--- config.mk ---
export PLATFORM = sky130hd
export DESIGN_NAME = default_mode_serial_front_end
export DESIGN_NICKNAME = d
export VERILOG_FILES = /design/src/include/serial_front_pkg.sv /design/src/rtl/strap_conditioner.sv /design/src/rtl/default_mode_serial_front_end.sv
export SDC_FILE = /design/constraint.sdc
export NUM_CORES = 1
export LEC_CHECK = 0
export BUFFER_PORTS_ARGS = -buffer_cell sky130_fd_sc_hd__buf_2
export CORE_ASPECT_RATIO = 1.2
export CORE_UTILIZATION = 54
export DETAILED_ROUTE_END_ITERATION = 8
export GPL_TIMING_DRIVEN = 0
export PLACE_DENSITY = 0.78
export SLEW_MARGIN = 20
export SYNTH_ARGS = -nofsm -noshare
export SYNTH_HDL_FRONTEND = slang
export SYNTH_SLANG_ARGS = --single-unit
--- constraint.sdc ---
create_clock -name clock -period 5.25 [get_ports clock]
set_input_delay 1.05 -clock clock [delete_from_list [all_inputs] [get_ports clock]]
set_output_delay 1.05 -clock clock [all_outputs]
set_load 0.01 [all_outputs]
--- src/include/serial_front_pkg.sv ---
// constants and types for the serial front end
package serial_front_pkg;
  localparam int unsigned CLOCK_HZ        = 200000000;
  localparam int unsigned FALLBACK_BAUD   = 300;
  localparam int unsigned BAUD_DIV_W      = 20;
  localparam logic [BAUD_DIV_W-1:0] FALLBACK_DIV = BAUD_DIV_W'(CLOCK_HZ / FALLBACK_BAUD);
  localparam int unsigned DEBOUNCE_MS     = 10;
  localparam int unsigned DEBOUNCE_CYCLES = CLOCK_HZ / 1000 * DEBOUNCE_MS;
  localparam int unsigned RESET_PULSE_CYCLES = 16;
  // factory setup
  localparam logic [7:0] FACTORY_ADDR     = 8'h31;
  localparam logic [3:0] FACTORY_BAUD     = 4'h0;
  localparam logic [1:0] FACTORY_PARITY   = 2'h0;
  localparam logic       FACTORY_LINEFEED = 1'b0;
  localparam logic       FACTORY_ALARM    = 1'b0;
  localparam logic [1:0] FACTORY_DELAY    = 2'h2;
  localparam logic       FACTORY_RTU      = 1'b0;
  // parity codes
  localparam logic [1:0] PARITY_NONE      = 2'h0;
  // reserved address codes, then reply framing characters and lengths
  localparam logic [7:0] CHAR_NULL        = 8'h00;
  localparam logic [7:0] CHAR_CR          = 8'h0D;
  localparam logic [7:0] CHAR_DOLLAR      = 8'h24;
  localparam logic [7:0] CHAR_HASH        = 8'h23;
  localparam logic [7:0] CHAR_LBRACE      = 8'h7B;
  localparam logic [7:0] CHAR_RBRACE      = 8'h7D;
  localparam logic [7:0] CHAR_STAR        = 8'h2A;
  localparam logic [7:0] CHAR_PLUS        = 8'h2B;
  localparam logic [7:0] CHAR_MINUS       = 8'h2D;
  localparam logic [7:0] CHAR_DOT         = 8'h2E;
  localparam logic [7:0] CHAR_ZERO        = 8'h30;
  localparam int unsigned READ_REPLY_LEN  = 10;
  localparam int unsigned DIGITS          = 7;
  typedef enum logic [2:0] {
    CMD_NONE          = 3'h0,
    CMD_DATA_READ     = 3'h1,
    CMD_SETUP_READ    = 3'h2,
    CMD_SETUP_WRITE   = 3'h3,
    CMD_RTU_ENABLE    = 3'h4,
    CMD_RTU_DISABLE   = 3'h5,
    CMD_OTHER         = 3'h6
  } cmd_t;
  typedef enum logic [1:0] {
    RD_IDLE  = 2'h0,
    RD_SEND  = 2'h1,
    RD_WAIT  = 2'h2
  } reply_state_t;
endpackage

--- src/rtl/strap_conditioner.sv ---
// synchroniser and debouncer for the fallback strap
`timescale 1ns/1ps
`default_nettype none
module strap_conditioner #(
  parameter int unsigned DEBOUNCE_CYCLES = serial_front_pkg::DEBOUNCE_CYCLES
) (
  input  wire logic clock,
  input  wire logic reset_n,
  input  wire logic strapPin_n,
  output logic      strapActive,
  output logic      strapReleased
);
  localparam int unsigned CW = $clog2(DEBOUNCE_CYCLES + 1);
  logic [2:0]    sync_r;
  logic [CW-1:0] count_r;
  logic          stable_r;
  always_ff @(posedge clock or negedge reset_n) begin
    if (!reset_n) begin
      sync_r <= 3'h7;
    end else begin
      sync_r <= {sync_r[1:0], strapPin_n};
    end
  end
  always_ff @(posedge clock or negedge reset_n) begin
    if (!reset_n) begin
      count_r  <= '0;
      stable_r <= 1'b1;
    end else if ((sync_r[1] == sync_r[2]) && (sync_r[2] != stable_r)) begin
      if (count_r == CW'(DEBOUNCE_CYCLES - 1)) begin
        stable_r <= sync_r[2];
        count_r  <= '0;
      end else begin
        count_r <= count_r + 1'b1;
      end
    end else begin
      count_r <= '0;
    end
  end
  assign strapActive = ~stable_r;
  // one pulse per debounced release
  always_ff @(posedge clock or negedge reset_n) begin
    if (!reset_n) begin
      strapReleased <= 1'b0;
    end else begin
      strapReleased <= (sync_r[1] == sync_r[2]) && sync_r[2] && !stable_r
                       && (count_r == CW'(DEBOUNCE_CYCLES - 1));
    end
  end
endmodule
`default_nettype wire

--- src/rtl/default_mode_serial_front_end.sv ---
// serial front end with fallback setup, address decode and reply framing
// How it works
// - strap grounded forces 300 baud 8N1
// - strap never alters stored setup values
// - every command accepted in fallback mode, bar the six reserved address codes
// - four distinct channels, all enabled in fallback
// - addresses are four consecutive codes from stored first
// - fallback answers all but six reserved codes while rtu protocol is not active
// - setup readback reports stored values and address
// - fallback unmatched address selects channel zero
// - setup write stores, link stays fallback
// - strap release triggers program reset, stored setup
// - read reply: asterisk, sign, seven digits, point
// - factory setup: address 1, 300 baud, defaults
// - rtu enable/disable commands select protocol
// - protocol change takes effect after reset
`timescale 1ns/1ps
`default_nettype none
module default_mode_serial_front_end #(
  parameter int unsigned DEBOUNCE_CYCLES = serial_front_pkg::DEBOUNCE_CYCLES
) (
  input  wire logic        clock,
  input  wire logic        reset_n,
  input  wire logic        strapPin_n,
  input  wire logic        cmdValid,
  input  wire serial_front_pkg::cmd_t cmdKind,
  input  wire logic [7:0]  cmdAddr,
  input  wire logic [7:0]  wrFirstAddr,
  input  wire logic [3:0]  wrBaudCode,
  input  wire logic [1:0]  wrParity,
  input  wire logic        wrLinefeed,
  input  wire logic        wrAlarm,
  input  wire logic [1:0]  wrDelay,
  input  wire logic        readingNeg,
  input  wire logic [27:0] readingBcd,
  input  wire logic [2:0]  readingPoint,
  input  wire logic [serial_front_pkg::BAUD_DIV_W-1:0] storedBaudDiv,
  output logic             cmdAccept,
  output logic             cmdExecute,
  output logic [1:0]       channelSel,
  output logic [3:0]       channelEnable,
  output logic             fallbackMode,
  output logic [serial_front_pkg::BAUD_DIV_W-1:0] activeBaudDiv,
  output logic [1:0]       activeParity,
  output logic             rtuActive,
  output logic             programReset,
  output logic [7:0]       setupFirstAddr,
  output logic [3:0]       setupBaudCode,
  output logic [1:0]       setupParity,
  output logic             setupLinefeed,
  output logic             setupAlarm,
  output logic [1:0]       setupDelay,
  output logic             setupRtu,
  output logic             setupReport,
  output logic             replyValid,
  output logic [7:0]       replyChar,
  input  wire logic        replyReady
);
  localparam int unsigned BAUD_W = serial_front_pkg::BAUD_DIV_W;
  localparam int unsigned RPW = $clog2(serial_front_pkg::RESET_PULSE_CYCLES + 1);

  logic strapActive;
  logic strapReleased;
  strap_conditioner #(.DEBOUNCE_CYCLES(DEBOUNCE_CYCLES)) u_strap (
    .clock         (clock),
    .reset_n       (reset_n),
    .strapPin_n    (strapPin_n),
    .strapActive   (strapActive),
    .strapReleased (strapReleased)
  );

  function automatic logic isReserved(input logic [7:0] c);
    isReserved = (c == serial_front_pkg::CHAR_NULL) || (c == serial_front_pkg::CHAR_CR)
              || (c == serial_front_pkg::CHAR_DOLLAR) || (c == serial_front_pkg::CHAR_HASH)
              || (c == serial_front_pkg::CHAR_LBRACE) || (c == serial_front_pkg::CHAR_RBRACE);
  endfunction

  // program reset pulse on strap release
  logic [RPW-1:0] rstCount_r;
  always_ff @(posedge clock or negedge reset_n) begin
    if (!reset_n) begin
      rstCount_r <= '0;
    end else if (strapReleased) begin
      rstCount_r <= RPW'(serial_front_pkg::RESET_PULSE_CYCLES);
    end else if (rstCount_r != '0) begin
      rstCount_r <= rstCount_r - 1'b1;
    end
  end
  assign programReset = (rstCount_r != '0);
  assign fallbackMode = strapActive;

  // stored setup, written only by setup write and rtu commands
  always_ff @(posedge clock or negedge reset_n) begin
    if (!reset_n) begin
      setupFirstAddr <= serial_front_pkg::FACTORY_ADDR;
      setupBaudCode  <= serial_front_pkg::FACTORY_BAUD;
      setupParity    <= serial_front_pkg::FACTORY_PARITY;
      setupLinefeed  <= serial_front_pkg::FACTORY_LINEFEED;
      setupAlarm     <= serial_front_pkg::FACTORY_ALARM;
      setupDelay     <= serial_front_pkg::FACTORY_DELAY;
      setupRtu       <= serial_front_pkg::FACTORY_RTU;
    end else if (cmdExecute) begin
      // strap state never writes here
      unique case (cmdKind)
        serial_front_pkg::CMD_SETUP_WRITE: begin
          setupFirstAddr <= wrFirstAddr;
          setupBaudCode  <= wrBaudCode;
          setupParity    <= wrParity;
          setupLinefeed  <= wrLinefeed;
          setupAlarm     <= wrAlarm;
          setupDelay     <= wrDelay;
        end
        serial_front_pkg::CMD_RTU_ENABLE:  setupRtu <= 1'b1;
        serial_front_pkg::CMD_RTU_DISABLE: setupRtu <= 1'b0;
        default: ;
      endcase
    end
  end

  // active link setup: baud/parity latched at reset, protocol too
  logic [BAUD_W-1:0] liveDiv_r;
  logic [1:0]        liveParity_r;
  logic              loadLive_r;
  always_ff @(posedge clock or negedge reset_n) begin
    if (!reset_n) begin
      loadLive_r <= 1'b1;
    end else begin
      loadLive_r <= programReset;
    end
  end
  always_ff @(posedge clock or negedge reset_n) begin
    if (!reset_n) begin
      liveDiv_r    <= serial_front_pkg::FALLBACK_DIV;
      liveParity_r <= serial_front_pkg::PARITY_NONE;
      rtuActive    <= 1'b0;
    end else if (loadLive_r) begin
      liveDiv_r    <= storedBaudDiv;
      liveParity_r <= setupParity;
      rtuActive    <= setupRtu;
    end
  end
  assign activeBaudDiv = strapActive ? serial_front_pkg::FALLBACK_DIV : liveDiv_r;
  assign activeParity  = strapActive ? serial_front_pkg::PARITY_NONE : liveParity_r;

  // address decode
  logic [7:0] addrOffset;
  logic       addrMatch;
  assign addrOffset = cmdAddr - setupFirstAddr;
  assign addrMatch  = (addrOffset < 8'h04);
  // host always sends an address, so the slot is parsed either way
  assign cmdAccept  = cmdValid && !isReserved(cmdAddr)
                      && (strapActive || addrMatch);
  assign cmdExecute = cmdAccept && !rtuActive && (cmdKind != serial_front_pkg::CMD_NONE);
  assign channelEnable = strapActive ? 4'hF : 4'hF;

  always_ff @(posedge clock or negedge reset_n) begin
    if (!reset_n) begin
      channelSel <= 2'h0;
    end else if (cmdExecute) begin
      channelSel <= addrMatch ? addrOffset[1:0] : 2'h0;
    end
  end

  always_ff @(posedge clock or negedge reset_n) begin
    if (!reset_n) begin
      setupReport <= 1'b0;
    end else begin
      setupReport <= cmdExecute && (cmdKind == serial_front_pkg::CMD_SETUP_READ);
    end
  end

  // data read reply: '*', sign, seven digits, decimal point inserted
  serial_front_pkg::reply_state_t rdState_r;
  logic [3:0]  rdIdx_r;
  logic [27:0] bcd_r;
  logic        neg_r;
  logic [2:0]  point_r;
  logic [3:0]  digitPos;
  logic [3:0]  digitVal;
  logic [7:0]  charNxt;
  always_comb begin
    digitPos = 4'h0;
    digitVal = 4'h0;
    charNxt  = serial_front_pkg::CHAR_STAR;
    if (rdIdx_r == 4'h0) begin
      charNxt = serial_front_pkg::CHAR_STAR;
    end else if (rdIdx_r == 4'h1) begin
      charNxt = neg_r ? serial_front_pkg::CHAR_MINUS : serial_front_pkg::CHAR_PLUS;
    end else if (rdIdx_r == 4'(2 + {1'b0, point_r})) begin
      charNxt = serial_front_pkg::CHAR_DOT;
    end else begin
      digitPos = (rdIdx_r > 4'(2 + {1'b0, point_r})) ? rdIdx_r - 4'h3 : rdIdx_r - 4'h2;
      digitVal = bcd_r[27 - 4 * digitPos -: 4];
      charNxt  = serial_front_pkg::CHAR_ZERO + {4'h0, digitVal};
    end
  end
  always_ff @(posedge clock or negedge reset_n) begin
    if (!reset_n) begin
      rdState_r  <= serial_front_pkg::RD_IDLE;
      rdIdx_r    <= 4'h0;
      bcd_r      <= '0;
      neg_r      <= 1'b0;
      point_r    <= 3'h0;
      replyValid <= 1'b0;
      replyChar  <= 8'h00;
    end else begin
      unique case (rdState_r)
        serial_front_pkg::RD_IDLE: begin
          if (cmdExecute && (cmdKind == serial_front_pkg::CMD_DATA_READ)) begin
            bcd_r     <= readingBcd;
            neg_r     <= readingNeg;
            point_r   <= (readingPoint > 3'(serial_front_pkg::DIGITS)) ?
                         3'(serial_front_pkg::DIGITS) : readingPoint;
            rdIdx_r   <= 4'h0;
            rdState_r <= serial_front_pkg::RD_SEND;
          end
        end
        serial_front_pkg::RD_SEND: begin
          replyChar  <= charNxt;
          replyValid <= 1'b1;
          rdState_r  <= serial_front_pkg::RD_WAIT;
        end
        serial_front_pkg::RD_WAIT: begin
          if (replyReady) begin
            replyValid <= 1'b0;
            if (rdIdx_r == 4'(serial_front_pkg::READ_REPLY_LEN - 1)) begin
              rdState_r <= serial_front_pkg::RD_IDLE;
            end else begin
              rdIdx_r   <= rdIdx_r + 1'b1;
              rdState_r <= serial_front_pkg::RD_SEND;
            end
          end
        end
        default: rdState_r <= serial_front_pkg::RD_IDLE;
      endcase
    end
  end
endmodule
`default_nettype wire

Yosys cells after proc, flatten, opt, wreduce, memory -nomap -nowiden. Cells that the tools add are included.

Register bits after elaboration: 124. Bits of input ports: 86. Output and inout bits: 62. Word-level logic and storage cells: 119.

$add $sub $neg: 9. Order comparisons: 3. Eq/ne operators: 21. Shift-type cells: 1. Mux-type cells: 24. Bitwise logic cells: 1. Reductions and logical operators: 35.

Operator list (count): $mux 21 (2); $shiftx 31x33->4 (1); $add 21x1->21 const B (1); $eq 21x21->1 const B (1); $mux 7 (3); $mux 20 (1); $eq 8x6->1 const B (2); $eq 8x7->1 const B (2); $mux 4 (4); $reduce_and 2->1 (6); $logic_and 1x1->1 (10); $mux 5 (2); $eq 8x4->1 const B (1); $logic_not 8->1 (1); $lt 8x3->1 const B (1); $mux 2 (4); $pmux 4 s2 (1); $reduce_bool 2->1 (4); $sub 4x2->4 const B (2); $sub 8x8->8 (1); $add 6x4->7 const A (1); $sub 5x6->7 const A (1); $eq 3x2->1 const B (2); $eq 3x3->1 const B (2); 26 further kinds (38).

Longest topological paths before layout.
Depth in word-level cells: 14. Mapped depth: 17.

Hierarchy. Synthesis repeated with hierarchy kept, for this count alone.

Cells, all modules: 562. Area total of the unflattened synthesis: 6402.4 µm².

Modules (own cells, without submodules): default_mode_serial_front_end (instances 1, cells each 440, area an instance 5149.9 µm²); strap_conditioner (instances 1, cells each 122, area an instance 1252.5 µm²).

Worst setup path after synthesis. No wires, ideal clock.

Path type: input -> output. Start point: in cmdAddr[0]. End point: out cmdExecute. Arrival: 2.980 ns. Path slack: 1.220 ns. Stages: 10. Path buffers: 0. Cell sequence: inv_1 ha_1 inv_1 fa_1 a211oi_1 o21bai_1 a21oi_1 xnor2_1 nor4_4 o21a_1.

Longest elaborated chain between the ends: 11. Elaborated cells between the ends (all ways): 19. Those cells by class: 1 x add/sub; 1 x order compare; 5 x eq/ne; 12 x reduce/logical.

RTL lines: start: declaration (line default_mode_serial_front_end.sv:27) `input wire logic [7:0] cmdAddr,`; parallel branches: the longest is 8 deep, another holds $sub 8x8->8; $logic_and 1x1->1 (*) (line default_mode_serial_front_end.sv:152) `&& (strapActive || addrMatch);`; $logic_and 1x1->1 (*) (2 in a row) (line default_mode_serial_front_end.sv:153) `assign cmdExecute = cmdAccept && !rtuActive && (cmdKind != serial_front_pkg::CMD_NONE);`; end: declaration (line default_mode_serial_front_end.sv:39) `output logic cmdExecute,`.

Every way passes the cells marked *.

Worst setup path after layout. Same ends and word-level chain as after synthesis.

==> qor.yml <==
postCtsSetupBuffers: 0
p_leak_nw: 3.86
first_pass_iters: 4
async_flop_share_pct: 100
stdcell_count: 897
synth.most_common_cell: "dfrtp_1"
period_minus_slack_ns: 4.68
yosysTopAreaCell: "dfrtp_1"
start_util_pct: 55.5
cp_cell_sequence: "buf_2, inv_1, ha_1, inv_1, fa_1, a211oi_1, o21bai_1, a21oi_1, xnor2_1, nor4_4, o21a_1, buf_2"
peakVddDrop_mv: 0.562
dp_slack_ns: 0.687
syn_avg_cell_area_sq_um: 11.4
synth_seq_cells: 122
fp.dieW_um: 102
powerDensity_mw_per_mm2: 597
endpoint_kind: "output pin"
drive_gt1_share_pct: 39.1
max_slew_margin_pct: 51.7
antenna_found_initial: 0
cp.arrival_ns: 3.63
top_usage_layer: "met2"
fillers: 852
synth.top_cells.by_count: "dfrtp_1, mux2_2, nor2_1"
hold_viol_final: 0
cp_max_fo: 9
fmax_mhz: 213
cts-root-buf: "clkbuf_16"
overflow: 0
via_count: 4879
worst_slack_ns: 0.566
yosysWarnings: 0
htree_levels: 4
crit_required_ns: 4.20
portBuffers: 141
holdPathStages: 0
worstMarginPinSlew_ns: 0.715
synth.area.top_cells: "dfrtp_1, mux2_2, dfstp_2"
synth-compound-area-share_pct: 8.40
path_delay_family: "compound AO/OA/AOI/OAI gates"
yosysSeqAreaShare_pct: 47.9
clockBufferDepth: 2
diodes: 0
drt-vias-per-instance: 5.44
synth.distinct_cells: 66
period_share_pct: 89.2
r2r_cells: 14
grt_pass1_vias: 4828
rows: 43
clkTransAtPathRegs_ns: 0.05
synth_xor_area_share_pct: 4.07
ant_nets: 0
status: "complete, no violations"
synthSimpleGateAreaFrac_pct: 14.0
drc: 0
fin_skew_ns: 0.0157
crit_type: "in -> out"
grt_max_degree: 63
slew_viol_final: 0
grt_use_total_pct: 23.7
post-place-cells: 865
cp_slowest_stage_delay_ns: 0.64
synth_edf_count: 0
syn_area_sq_mm: 0.00642
ioPinCount: 148
synth_top_family_by_area: "multiplexers"
grt_pass1_wl_mm: 22.5
numCtsBuffers: 17
drtIter0Drc: 286
cp_slowest_cell: "nor4_4"
drv_cap: 0
synth_adder_area_share_pct: 4.99
setup_viol: 0
finalWirelength_mm: 14.0
hpwl_mm: 9.98
postCtsHoldBufs: 0
numClockSinks: 122
tns_ns: 0
use_met2_pct: 40.4
cp.depth: 12
crit_path_start_kind: "input port"
synth_ff_type: "dfrtp_1"
rsz0062_at_grt: "false"
cts_resized: 0
syn2layout_area_growth_pct: 24.3
clkLatencyLatePin_ns: 0.41
yosysTopAreaCellShare_pct: 40.9
synthMuxAreaShare_pct: 16.9
worst-path-buf-inv: 4
nets: 838
die_h_um: 121
gp_congestion: 0.825
drt-wirelength-per-cell_um: 15.6
grt_util_met1_pct: 28.3
grt_use_met3_pct: 6.05
die-area_sq_mm: 0.0123
tritoncts: "built"
fp.coreArea_sq_mm: 0.0116
hp-class: "reg -> reg"
synth_cells: 562
per-layer routing:
| metal | wire, um | share of wire, % | vias up |
|---|---|---|---|
| li1 | - | - | 2314 |
| met1 | 6060 | 43 | 2387 |
| met2 | 6980 | 50 | 153 |
| met3 | 673 | 4.8 | 25 |
| met4 | 263 | 1.9 | 0 |
| met5 | 0 | 0 | - |
sequential cells by signal (all words and copies together), names as in the netlist, 4 cells and up:
register,count
setupBaudCode,4
liveDiv_r,20
replyChar,6
setupFirstAddr,8
bcd_r,28
rdIdx_r,4
u_strap.count_r,21
rstCount_r,5
cells by family (layout without fill, tap and decap cells):
group           Yosys count  after routing
flops                   122            122
buf+inv                  51            225
mux                      92             92
other cells               2              6
xor+xnor                 29             29
compound gates           73             73
simple gates            168            168
fa+ha+maj                25             25
placed cells by master, fill, tap and decap left out, drive strengths merged, types with 4 or more instances in the layout:
cell type and instances:
dfrtp 105, and2 17, o21a 5, nor2 44
nand2 25, nand3b 4, conb 6, and3 7
xnor2 12, a211oi 6, nor3b 5, xor2 17
buf 154, inv 26, clkbuf 36, clkinv 5
a21oi 10, o21ai 17, nor4b 4, dfstp 17
nor3 10, mux2i 11, nand4 5, o31a 5
nand2b 16, nand3 15, mux2 80, o31ai 4
ha 24
layout make-up:
type / count / area (sq um) / area share [%]
buffer: 24 / 131 / 1.65
clock buffer: 24 / 492 / 6.16
clock inverter: 8 / 118 / 1.47
inverter: 27 / 101 / 1.27
multi-input combinational: 393 / 3130 / 39.2
sequential: 122 / 3070 / 38.5
tap: 157 / 196 / 2.46
timing repair buffer: 142 / 739 / 9.27
final timing paths:
| kind | from | endpoint | slack (ns) |
|---|---|---|---|
| setup reg to reg | rdIdx_r[0] | replyChar[0] | 0.71 |
| hold / removal | u_strap.sync_r[0] | u_strap.sync_r[1] | 0.36 |
| setup / recovery | cmdAddr[0] | cmdExecute | 0.57 |
| hold reg to reg | u_strap.sync_r[0] | u_strap.sync_r[1] | 0.36 |
| min in group asynchronous | reset_n | setupFirstAddr[2] | 0.62 |
| max in group asynchronous | reset_n | u_strap.sync_r[0] | 3.90 |
worst reg2reg max path, cell delays in order, from the launching register on:
cell and delay (ns):
dfrtp_1 0.40, clkbuf_1 0.34, inv_1 0.21, ha_1 0.33, nand4_1 0.16, o221a_2 0.18, buf_6 0.15, xnor2_1 0.38
clkinv_1 0.31, ha_1 0.28, clkbuf_1 0.23, xnor2_2 0.61, mux2_2 0.42, a211oi_1 0.28, o31ai_1 0.12
power breakdown:
part | internal (W) | switching (W) | total [W] | leakage (nW)
combinational | 0.00104 | 0.00123 | 0.00227 | 2.04
clock | 0.000793 | 0.000401 | 0.00119 | 0.300
sequential | 0.00115 | 0.000143 | 0.00130 | 1.52
total | 0.00299 | 0.00178 | 0.00476 | 3.86
through the flow:
step	util (%)	hold WS (ns)	instance area [sq um]	total power (W)
6_report	69.0	0.358	7980	0.00476
5_1_grt	69.0	0.363	7980	0.00506
4_1_cts	69.0	0.356	7980	0.00476
3_5_place_dp	63.7	0.348	7370	0.00350
3_3_place_gp	63.4	0.347	7330	0.00344
2_1_floorplan	-	0.345	6430	0.00300
Power figures use the tool's default switching activity.
